## src/opd_defines.svh

```systemverilog
/*
 * opcode decoder constants: opcode values, masks, field positions.
 * assumes inclusion by bare name from any decoder file.
 */
`ifndef OPD_DEFINES_SVH
`define OPD_DEFINES_SVH

// ----------------------------------------------------------------------
// single-byte opcodes
// ----------------------------------------------------------------------
`define OPD_SET_DIR          8'hFD
`define OPD_SET_IEN          8'hFB
`define OPD_WAIT_COP         8'h9B
`define OPD_TABLE_TRANSLATE_OP_BYTE        8'hD7
`define OPD_PFX_EXTRA        8'h26
`define OPD_PFX_CODE         8'h2E
`define OPD_PFX_STACK        8'h36
`define OPD_PFX_DATA         8'h3E
`define OPD_LOCK_PFX         8'hF0

// ----------------------------------------------------------------------
// patterns with low bits masked
// ----------------------------------------------------------------------
`define OPD_MASK_W           8'hFE
`define OPD_MASK_DW          8'hFC
`define OPD_MASK_REG3        8'hF8
`define OPD_STORE_STRING_OP_PAT         8'hAA
`define OPD_SUB_RM_PAT       8'h28
`define OPD_SUB_ACC_PAT      8'h2C
`define OPD_XOR_RM_PAT       8'h30
`define OPD_XOR_ACC_PAT      8'h34
`define OPD_GRP1_PAT         8'h80
`define OPD_TEST_RM_PAT      8'h84
`define OPD_TEST_IMM_PAT     8'hF6
`define OPD_TEST_ACC_PAT     8'hA8
`define OPD_EXCHANGE_OP_RM_PAT      8'h86
`define OPD_EXCHANGE_OP_ACC_PAT     8'h90
`define OPD_LOW_LAST         8'h29

// ----------------------------------------------------------------------
// field positions and reg-field codes
// ----------------------------------------------------------------------
`define OPD_W_BIT            0
`define OPD_D_BIT            1
`define OPD_S_BIT            1
`define OPD_REG_SUB          3'h5
`define OPD_REG_XOR          3'h6
`define OPD_REG_TEST         3'h0

`endif

```

## src/opd_pkg.sv

```systemverilog
/*
 * opcode decoder types.
 * assumes opd_defines.svh is available to users of these types.
 */
package opd_pkg;

    typedef enum logic [4:0] {
        OPD_OP_NONE,
        OPD_OP_ADD,
        OPD_OP_OR,
        OPD_OP_ADC,
        OPD_OP_SBB,
        OPD_OP_AND,
        OPD_OP_SUB,
        OPD_OP_XOR,
        OPD_OP_TEST,
        OPD_OP_EXCHANGE_OP,
        OPD_OP_STORE_STRING_OP,
        OPD_OP_TABLE_TRANSLATE_OP,
        OPD_OP_SET_DIR,
        OPD_OP_SET_IEN,
        OPD_OP_WAIT,
        OPD_OP_PUSH_SEG,
        OPD_OP_POP_SEG,
        OPD_OP_DECADJ,
        OPD_OP_PREFIX,
        OPD_OP_RESERVED,
        OPD_OP_UNKNOWN
    } opd_op_t;

    typedef enum logic [1:0] {
        OPD_SEG_DEFAULT,
        OPD_SEG_EXTRA,
        OPD_SEG_CODE,
        OPD_SEG_STACK
    } opd_seg_t;

    typedef enum logic [1:0] {
        OPD_IMM_NONE,
        OPD_IMM_BYTE,
        OPD_IMM_WORD
    } opd_imm_t;

    typedef enum logic [1:0] {
        OPD_ST_FIRST,
        OPD_ST_MODRM
    } opd_state_t;

    typedef struct packed {
        opd_op_t  op;
        logic     needs_modrm;
        logic     word;
        logic     reg_is_dst;
        logic     sign_ext;
        opd_imm_t imm;
        logic     acc_form;
        logic     writes_result;
        logic     unsupported;
    } opd_dec_t;

    typedef struct packed {
        opd_state_t state;
        opd_dec_t   pend;
        logic [7:0] opcode;
        opd_seg_t   seg;
        logic       lock;
        logic       valid;
        opd_dec_t   out;
        logic [7:0] out_opcode;
        logic [7:0] modrm;
        opd_seg_t   out_seg;
        logic       out_lock;
        logic       out_invalid;
    } opd_state_s_t;

endpackage

```

## src/opd_decoder.sv

```systemverilog
/*
 * first-byte and modrm decoder for a 16-bit instruction stream.
 * assumes fetch presents one byte per valid cycle, synchronous to
 * sys_clk_in; the datapath reads the registered result on dec_valid_out.
 */
// Notes on behaviour
// [RL1] byte FD sets direction flag, one byte
// [RL2] byte FB sets interrupt enable, one byte
// [RL3] 1010101w is store string, w sizes
// [RL4] subtract: 0010 10dw, grp1 reg 101, 0010 110w
// [RL5] xor: 0011 00dw, grp1 reg 110, 0011 010w
// [RL6] 1000010w test with modrm, flags only
// [RL7] test immediate: F6/F7 reg 000, A8/A9
// [RL8] 9B is coprocessor wait, pin dependent
// [RL9] D7 is table translate into low byte
// [RL10] lock stays active internally without pin
// [RL11] 26 prefix selects extra segment next
// [RL12] d picks destination, w picks width
// [RL13] exchange: 10010 reg, or 1000011w modrm
`timescale 1ns/10ps
`include "opd_defines.svh"

module opd_decoder (
    // clock and reset
    input  wire logic            sys_clk_in,
    input  wire logic            rst_n_in,
    // fetch side
    input  wire logic            byte_valid_in,
    input  wire logic [7:0]      byte_in,
    output logic                 byte_ready_out,
    // configuration
    input  wire logic            wait_pin_present_in,
    // datapath side
    output logic                 dec_valid_out,
    output opd_pkg::opd_op_t     dec_op_out,
    output logic [7:0]           dec_opcode_out,
    output logic [7:0]           dec_modrm_out,
    output logic                 dec_has_modrm_out,
    output logic                 dec_word_out,
    output logic                 dec_reg_is_dst_out,
    output logic                 dec_sign_ext_out,
    output opd_pkg::opd_imm_t    dec_imm_out,
    output logic                 dec_acc_form_out,
    output logic                 dec_writes_result_out,
    output logic [2:0]           dec_exchange_op_reg_out,
    output opd_pkg::opd_seg_t    dec_seg_out,
    output logic                 dec_lock_out,
    output logic                 dec_unsupported_out,
    output logic                 dec_invalid_out
);

    opd_pkg::opd_state_s_t st_r;
    opd_pkg::opd_state_s_t st_nxt;
    opd_pkg::opd_dec_t     first_dec;
    logic [2:0]            reg_fld;

    // ------------------------------------------------------------------
    // first byte classification
    // ------------------------------------------------------------------
    opd_first_byte u_first (
        .byte_in             (byte_in),
        .wait_pin_present_in (wait_pin_present_in),
        .dec_out             (first_dec)
    );

    assign reg_fld = byte_in[5:3];

    // ------------------------------------------------------------------
    // sequencing
    // ------------------------------------------------------------------
    always_comb begin
        st_nxt       = st_r;
        st_nxt.valid = 1'b0;
        unique case (st_r.state)
            opd_pkg::OPD_ST_FIRST: begin
                if (byte_valid_in) begin
                    if (first_dec.op == opd_pkg::OPD_OP_PREFIX) begin
                        // prefixes accumulate until the opcode arrives
                        unique case (byte_in)
                            `OPD_PFX_EXTRA:
                                st_nxt.seg = opd_pkg::OPD_SEG_EXTRA; // [RL11]
                            `OPD_PFX_CODE:
                                st_nxt.seg = opd_pkg::OPD_SEG_CODE;
                            `OPD_PFX_STACK:
                                st_nxt.seg = opd_pkg::OPD_SEG_STACK;
                            `OPD_PFX_DATA:
                                st_nxt.seg = opd_pkg::OPD_SEG_DEFAULT;
                            default:
                                st_nxt.lock = 1'b1;  // [RL10]
                        endcase
                    end else if (first_dec.needs_modrm) begin
                        st_nxt.state  = opd_pkg::OPD_ST_MODRM;
                        st_nxt.pend   = first_dec;
                        st_nxt.opcode = byte_in;
                    end else begin
                        st_nxt.valid       = 1'b1;
                        st_nxt.out         = first_dec;
                        st_nxt.out_opcode  = byte_in;
                        st_nxt.modrm       = 8'h00;
                        st_nxt.out_invalid =
                            first_dec.op == opd_pkg::OPD_OP_UNKNOWN ||
                            first_dec.op == opd_pkg::OPD_OP_RESERVED;
                    end
                end
            end
            default: begin
                if (byte_valid_in) begin
                    st_nxt.state       = opd_pkg::OPD_ST_FIRST;
                    st_nxt.valid       = 1'b1;
                    st_nxt.out         = st_r.pend;
                    st_nxt.out_opcode  = st_r.opcode;
                    st_nxt.modrm       = byte_in;
                    st_nxt.out_invalid = 1'b0;
                    if ((st_r.opcode & `OPD_MASK_DW) == `OPD_GRP1_PAT) begin
                        unique case (reg_fld)
                            `OPD_REG_SUB:
                                st_nxt.out.op = opd_pkg::OPD_OP_SUB;  // [RL4]
                            `OPD_REG_XOR:
                                st_nxt.out.op = opd_pkg::OPD_OP_XOR;  // [RL5]
                            default: begin
                                // other group ops lie outside this block
                                st_nxt.out.op      = opd_pkg::OPD_OP_UNKNOWN;
                                st_nxt.out_invalid = 1'b1;
                            end
                        endcase
                        // sw=10 is not a legal encoding
                        if (st_r.opcode[1:0] == 2'b10) begin
                            st_nxt.out_invalid = 1'b1;
                        end
                    end else if ((st_r.opcode & `OPD_MASK_W) ==
                                 `OPD_TEST_IMM_PAT) begin
                        if (reg_fld == `OPD_REG_TEST) begin
                            st_nxt.out.op = opd_pkg::OPD_OP_TEST;  // [RL7]
                        end else begin
                            st_nxt.out.op      = opd_pkg::OPD_OP_UNKNOWN;
                            st_nxt.out_invalid = 1'b1;
                        end
                    end else if (st_r.pend.op == opd_pkg::OPD_OP_UNKNOWN) begin
                        st_nxt.out_invalid = 1'b1;
                    end
                end
            end
        endcase
        if (st_nxt.valid) begin
            st_nxt.out_seg  = st_r.seg;
            st_nxt.out_lock = st_r.lock;  // [RL10]
            st_nxt.seg      = opd_pkg::OPD_SEG_DEFAULT;
            st_nxt.lock     = 1'b0;
        end
    end

    always_ff @(posedge sys_clk_in or negedge rst_n_in) begin
        if (!rst_n_in) begin
            st_r <= '0;
        end else begin
            st_r <= st_nxt;
        end
    end

    // ------------------------------------------------------------------
    // outputs
    // ------------------------------------------------------------------
    // no stall source inside the decoder; fetch is never held off
    assign byte_ready_out        = 1'b1;
    assign dec_valid_out         = st_r.valid;
    assign dec_op_out            = st_r.out.op;
    assign dec_opcode_out        = st_r.out_opcode;
    assign dec_modrm_out         = st_r.modrm;
    assign dec_has_modrm_out     = st_r.out.needs_modrm;
    assign dec_word_out          = st_r.out.word;
    assign dec_reg_is_dst_out    = st_r.out.reg_is_dst;
    assign dec_sign_ext_out      = st_r.out.sign_ext;
    assign dec_imm_out           = st_r.out.imm;
    assign dec_acc_form_out      = st_r.out.acc_form;
    assign dec_writes_result_out = st_r.out.writes_result;
    assign dec_exchange_op_reg_out      = st_r.out_opcode[2:0];  // [RL13]
    assign dec_seg_out           = st_r.out_seg;
    assign dec_lock_out          = st_r.out_lock;
    assign dec_unsupported_out   = st_r.out.unsupported;
    assign dec_invalid_out       = st_r.out_invalid;

endmodule

```

## src/opd_first_byte.sv

```systemverilog
/*
 * combinational classification of one first opcode byte.
 * assumes the byte is a fetched first byte, not modrm or data.
 */
`timescale 1ns/10ps
`include "opd_defines.svh"

module opd_first_byte (
    // byte to classify
    input  wire logic [7:0]      byte_in,
    input  wire logic            wait_pin_present_in,
    // decoded attributes
    output opd_pkg::opd_dec_t    dec_out
);

    logic w;
    logic d;
    opd_pkg::opd_imm_t imm_w;

    assign w = byte_in[`OPD_W_BIT];
    assign d = byte_in[`OPD_D_BIT];
    assign imm_w = w ? opd_pkg::OPD_IMM_WORD : opd_pkg::OPD_IMM_BYTE;

    always_comb begin
        dec_out               = '0;
        dec_out.op            = opd_pkg::OPD_OP_UNKNOWN;
        dec_out.imm           = opd_pkg::OPD_IMM_NONE;
        dec_out.word          = w;
        dec_out.writes_result = 1'b1;
        if (byte_in == `OPD_SET_DIR) begin
            dec_out.op   = opd_pkg::OPD_OP_SET_DIR;  // [RL1]
            dec_out.word = 1'b0;
        end else if (byte_in == `OPD_SET_IEN) begin
            dec_out.op   = opd_pkg::OPD_OP_SET_IEN;  // [RL2]
            dec_out.word = 1'b0;
        end else if (byte_in == `OPD_WAIT_COP) begin
            dec_out.op          = opd_pkg::OPD_OP_WAIT;  // [RL8]
            dec_out.word        = 1'b0;
            dec_out.unsupported = !wait_pin_present_in;  // [RL8]
        end else if (byte_in == `OPD_TABLE_TRANSLATE_OP_BYTE) begin
            dec_out.op   = opd_pkg::OPD_OP_TABLE_TRANSLATE_OP;  // [RL9]
            dec_out.word = 1'b0;
        end else if ((byte_in & `OPD_MASK_W) == `OPD_STORE_STRING_OP_PAT) begin
            dec_out.op = opd_pkg::OPD_OP_STORE_STRING_OP;  // [RL3]
        end else if ((byte_in & `OPD_MASK_W) == `OPD_SUB_ACC_PAT) begin
            dec_out.op       = opd_pkg::OPD_OP_SUB;  // [RL4]
            dec_out.acc_form = 1'b1;
            dec_out.imm      = imm_w;
        end else if ((byte_in & `OPD_MASK_W) == `OPD_XOR_ACC_PAT) begin
            dec_out.op       = opd_pkg::OPD_OP_XOR;  // [RL5]
            dec_out.acc_form = 1'b1;
            dec_out.imm      = imm_w;
        end else if ((byte_in & `OPD_MASK_W) == `OPD_TEST_ACC_PAT) begin
            dec_out.op            = opd_pkg::OPD_OP_TEST;  // [RL7]
            dec_out.acc_form      = 1'b1;
            dec_out.writes_result = 1'b0;
            dec_out.imm           = imm_w;
        end else if ((byte_in & `OPD_MASK_W) == `OPD_TEST_RM_PAT) begin
            dec_out.op            = opd_pkg::OPD_OP_TEST;  // [RL6]
            dec_out.needs_modrm   = 1'b1;
            dec_out.writes_result = 1'b0;  // [RL6]
        end else if ((byte_in & `OPD_MASK_W) == `OPD_EXCHANGE_OP_RM_PAT) begin
            dec_out.op          = opd_pkg::OPD_OP_EXCHANGE_OP;  // [RL13]
            dec_out.needs_modrm = 1'b1;
        end else if ((byte_in & `OPD_MASK_REG3) == `OPD_EXCHANGE_OP_ACC_PAT) begin
            dec_out.op       = opd_pkg::OPD_OP_EXCHANGE_OP;  // [RL13]
            dec_out.word     = 1'b1;
            dec_out.acc_form = 1'b1;
        end else if ((byte_in & `OPD_MASK_DW) == `OPD_GRP1_PAT) begin
            // operation comes from the reg field of the second byte
            dec_out.op          = opd_pkg::OPD_OP_NONE;
            dec_out.needs_modrm = 1'b1;
            dec_out.sign_ext    = byte_in[`OPD_S_BIT];
            dec_out.imm         = (byte_in[1:0] == 2'b01)
                                  ? opd_pkg::OPD_IMM_WORD
                                  : opd_pkg::OPD_IMM_BYTE;
        end else if ((byte_in & `OPD_MASK_W) == `OPD_TEST_IMM_PAT) begin
            // only reg field 000 is the immediate test
            dec_out.op            = opd_pkg::OPD_OP_NONE;
            dec_out.needs_modrm   = 1'b1;
            dec_out.writes_result = 1'b0;
            dec_out.imm           = imm_w;
        end else if (byte_in == `OPD_PFX_EXTRA ||
                     byte_in == `OPD_PFX_CODE ||
                     byte_in == `OPD_PFX_STACK ||
                     byte_in == `OPD_PFX_DATA ||
                     byte_in == `OPD_LOCK_PFX) begin
            dec_out.op   = opd_pkg::OPD_OP_PREFIX;  // [RL11]
            dec_out.word = 1'b0;
        end else if (byte_in <= `OPD_LOW_LAST ||
                     (byte_in & `OPD_MASK_DW) == `OPD_SUB_RM_PAT ||
                     (byte_in & `OPD_MASK_DW) == `OPD_XOR_RM_PAT) begin
            // low range: groups of eight, low three bits pick the form
            dec_out.word = w;  // [RL12]
            unique case (byte_in[5:3])
                3'd0: dec_out.op = opd_pkg::OPD_OP_ADD;
                3'd1: dec_out.op = opd_pkg::OPD_OP_OR;
                3'd2: dec_out.op = opd_pkg::OPD_OP_ADC;
                3'd3: dec_out.op = opd_pkg::OPD_OP_SBB;
                3'd4: dec_out.op = opd_pkg::OPD_OP_AND;
                3'd5: dec_out.op = opd_pkg::OPD_OP_SUB;  // [RL4]
                3'd6: dec_out.op = opd_pkg::OPD_OP_XOR;  // [RL5]
                default: dec_out.op = opd_pkg::OPD_OP_UNKNOWN;
            endcase
            unique case (byte_in[2:0])
                3'd0, 3'd1, 3'd2, 3'd3: begin
                    dec_out.needs_modrm = 1'b1;
                    dec_out.reg_is_dst  = d;  // [RL12]
                end
                3'd4, 3'd5: begin
                    dec_out.acc_form = 1'b1;
                    dec_out.imm      = imm_w;
                end
                3'd6: begin
                    dec_out.op   = opd_pkg::OPD_OP_PUSH_SEG;
                    dec_out.word = 1'b1;
                end
                default: begin
                    dec_out.word = 1'b1;
                    if (byte_in == 8'h0F) begin
                        dec_out.op = opd_pkg::OPD_OP_RESERVED;
                    end else if (byte_in == 8'h27) begin
                        dec_out.op   = opd_pkg::OPD_OP_DECADJ;
                        dec_out.word = 1'b0;
                    end else begin
                        dec_out.op = opd_pkg::OPD_OP_POP_SEG;
                    end
                end
            endcase
        end
    end

endmodule

```

## config.mk

```make
export PLATFORM = sky130hd
export DESIGN_NAME = opd_decoder
export DESIGN_NICKNAME = d
export VERILOG_FILES = /design/src/opd_pkg.sv /design/src/opd_decoder.sv /design/src/opd_first_byte.sv
export VERILOG_INCLUDE_DIRS = /design/src /design/src/src
export SDC_FILE = /design/constraint.sdc
export NUM_CORES = 1
export LEC_CHECK = 0
export ABC_AREA = 1
export CAP_MARGIN = 20
export CORE_MARGIN = 1
export CORE_UTILIZATION = 43
export DETAILED_ROUTE_END_ITERATION = 10
export DONT_BUFFER_PORTS = 1
export PLACE_DENSITY = 0.69
export SYNTH_ARGS = -nofsm -noshare
export SYNTH_HDL_FRONTEND = slang
export SYNTH_SLANG_ARGS = --single-unit
```

## constraint.sdc

```tcl
create_clock -name sys_clk_in -period 1.28 [get_ports sys_clk_in]
set_clock_uncertainty 0.05 [all_clocks]
set_input_delay 0.256 -clock sys_clk_in [delete_from_list [all_inputs] [get_ports sys_clk_in]]
set_output_delay 0.256 -clock sys_clk_in [all_outputs]
set_load 0.05 [all_outputs]
```

==> impl_metrics.yaml <==
run_status:
  outcome: "finished with violations"
  violations: "negative hold slack, negative setup slack"
hold_path:
  hp-class: "in -> async"
power_and_ir_drop:
  p_int_mw: 4.12
  total_power_mw: 6.66
  switching_share: 0.381
  leakage_nw: 2.83
  comb_power_share: 0.331
  p_sw_mw: 2.54
  power_density_nw_per_um2: 1190
  p_seq_frac: 0.416
  ir_drop_mv: 0.492
  pwr-share-clk: 0.253
clock_network:
  htreeDepth: 3
  cts_tree: "built"
  root_buffer: "clkbuf_8"
  clkLatencyLatePin_ps: 350
  clock-sinks: 61
  cts.clk_slew.worst_paths_ps: 80
  cts_inserted_buffers: 9
  clockBufferDepth: 2
sta:
  fin_setup_tns_ps: -10650
  fmax_mhz: 579
  worst_pin_slew_ps: 535
  maxSlewHeadroom: 0.641
  slew_viol_final: 0
  setup-violations-final: 63
  min_period_ps: 1730
  finalHoldWorstSlack_ps: -459
  hold_viol_final: 61
  rsz0062_at_grt: "true"
  fin_crit_sh: 1.35
  setup_ws_ps: -448
yosys:
  synth_nets: 489
  synth_area_um2: 3620
  ys_ff_latch: 61
  synthXorXnorAreaFrac: 0
  muxShareOfSynthArea: 0
  synth_fa_ha_area_frac: 0
  yosys.area_share.simple: 0.285
  synth_warnings: 0
  synth_area_per_cell_um2: 7.60
  synth_compound_area_frac: 0.137
  ys_seq_area_frac: 0.421
  synth_cells: 477
  synth_cell_type_count: 39
  synth_top_family_by_area: "simple AND/OR/NAND/NOR gates"
floorplanning:
  die_h_um: 93.8
  ios: 51
  fp.dieW_um: 93.8
  num_rows: 33
  initial_core_util: 0.443
  dieArea_um2: 8800
  core_um2: 8180
critical_path:
  cp_common_cell: "nand2_1"
  crit_path_top_delay_cell: "nor3_1"
  max_stage_delay_ps: 430
  critPathArrivalTime_ps: 1960
  path_max_fanout: 5
  path_cells: "nor2_4, nand3_2, nand2_2, nand2_4, buf_6, nand2_1, nand2_1, nor3_1, nand2_1, nand2_1, nand3_1, nand2_1, nand2_1, nand2_1"
  end_kind: "flop"
  path_class: "in -> reg"
  worst_setup_path_start_kind: "input port"
  cp.required_ps: 1510
final_layout:
  area.growth.synth_to_final_pct: 54.3
  stdcell_count: 687
  utilization: 0.684
  fin_area_um2: 5590
  drive_gt1_frac: 0.524
  n_antenna_cell: 0
  fill_cells: 585
  nets: 589
global_routing:
  gr-total-overflow: 0
  grt_max_degree: 62
  first_global_vias: 3682
  antenna_found_initial: 0
  grt_use_total: 0.280
  grt_pass1_wl_um: 18500
placement:
  place_inst: 628
  port_buffers: 0
  placed_area_um2: 4210
  dp_hpwl_um: 7830
  gp_congestion: 0.940
  place_ws_ps: -478
routing:
  num_vias: 3838
  drt_iter0_markers: 253
  ant_nets: 0
  routed_wl_um: 13100
  drc_errors: 0
  via_per_inst: 5.59
  drt_pass1_iterations: 5
  wl_per_cell_um: 19.1
flow_run:
  maxCapViolCount: 0
==> flip-flops by register name (all words and copies together) (netlist names), 2 cells and up <==
register / flops
dec_modrm_out: 8
dec_op_out: 5
st_r: 26
dec_opcode_out: 8
dec_imm_out: 2
dec_seg_out: 2
==> metal layers <==
layer  wire, um  share of wire  track usage
met5          0              0            0
met4        709          0.054        0.153
met3        875          0.067       0.0510
met2       6360           0.48        0.451
met1       5170           0.39        0.355
==> Yosys cell counts <==
library cell,instances,share of area
nand2_1,136,0.14
dfrtp_1,61,0.42
inv_1,46,0.048
nor2_1,41,0.042
buf_4,36,0.075
nand3_1,32,0.044
o21ai_0,25,0.035
o21ai_1,13,0.018
a21oi_1,8,0.011
o22ai_1,8,0.014
buf_6,6,0.019
inv_2,6,0.0062
nand4_1,6,0.010
o221ai_1,6,0.015
clkbuf_1,4,0.0041
nand2_2,4,0.0069
nor3_1,4,0.0055
o211ai_1,4,0.0083
nor2_4,3,0.0093
o31ai_1,3,0.0062
inv_4,2,0.0035
nand2_4,2,0.0062
nand3b_1,2,0.0041
nor2_2,2,0.0035
o311ai_1,2,0.0048
o31ai_2,2,0.0069
a211oi_1,1,0.0021
a2bb2oi_2,1,0.0041
a31oi_1,1,0.0017
clkinv_1,1,0.0010
conb_1,1,0.0010
nand3_2,1,0.0028
nand3_4,1,0.0048
nor4_1,1,0.0017
o2111ai_1,1,0.0024
o21a_1,1,0.0021
o21ai_4,1,0.0045
o311ai_0,1,0.0024
or2_0,1,0.0017
==> final timing paths <==
kind / startpoint / end / slack, ps / cells after the start
setup / recovery: byte_in[6] / dec_invalid_out / -450 / 14
hold / removal: rst_n_in / st_r[38] / -460 / 0
setup reg to reg: st_r[43] / dec_invalid_out / -390 / 11
hold reg to reg: st_r[48] / st_r[48] / 430 / 2
max in group asynchronous: rst_n_in / dec_modrm_out[2] / 1530 / 0
min in group sys_clk_in: byte_in[1] / st_r[51] / 40 / 2
==> area by class of cell <==
cell class / count / area [um2] / area share
tap: 105 / 131 / 0.0235
clock inverter: 3 / 17.5 / 0.00313
timing repair buffer: 135 / 1350 / 0.241
sequential: 61 / 1560 / 0.278
inverter: 55 / 225 / 0.0403
multi-input combinational: 315 / 2140 / 0.382
clock buffer: 13 / 179 / 0.0320
==> cell usage in the layout, fill, tap and decap left out, types with 18 or more instances in the layout <==
master	netlist	routed
buf_4	36	91
buf_6	6	25
dfrtp_1	61	38
dfrtp_2	0	23
inv_1	46	40
nand2_1	136	87
nand2_2	4	29
nand2_4	2	25
nand3_1	32	21
nor2_1	41	34
o21ai_1	13	18
==> worst max-delay path, delay by kind of cell <==
kind                   cells  cell delay [ps]
buffers and inverters      1              130
and+or+nand+nor           13             1560
==> power by group through the flow <==
stage | Sequential, mW | Combinational, mW | Clock [mW]
floorplan | 2.52 | 1.29 | 0
global placement | 2.69 | 1.48 | 0
detailed placement | 2.70 | 1.50 | 0
CTS | 2.69 | 1.73 | 1.67
global route | 2.80 | 2.33 | 1.79
finish | 2.77 | 2.21 | 1.68
==> what timing repair did <==
item / in CTS / in global routing
hold buffers: 1 / 2
pin swaps: 18 / 32
setup buffers: 20 / 18
hold endpoints to repair: 62 / 64
setup endpoints to repair: 71 / 56
gates cloned: 4 / 2
gates resized for setup: 79 / 143
==> kinds of logic after synthesis <==
logic type	Yosys count
compound gates	78
buf+inv	101
flops	61
other cells	1
simple gates	236
No activity file was read; power rests on OpenSTA's default activity.
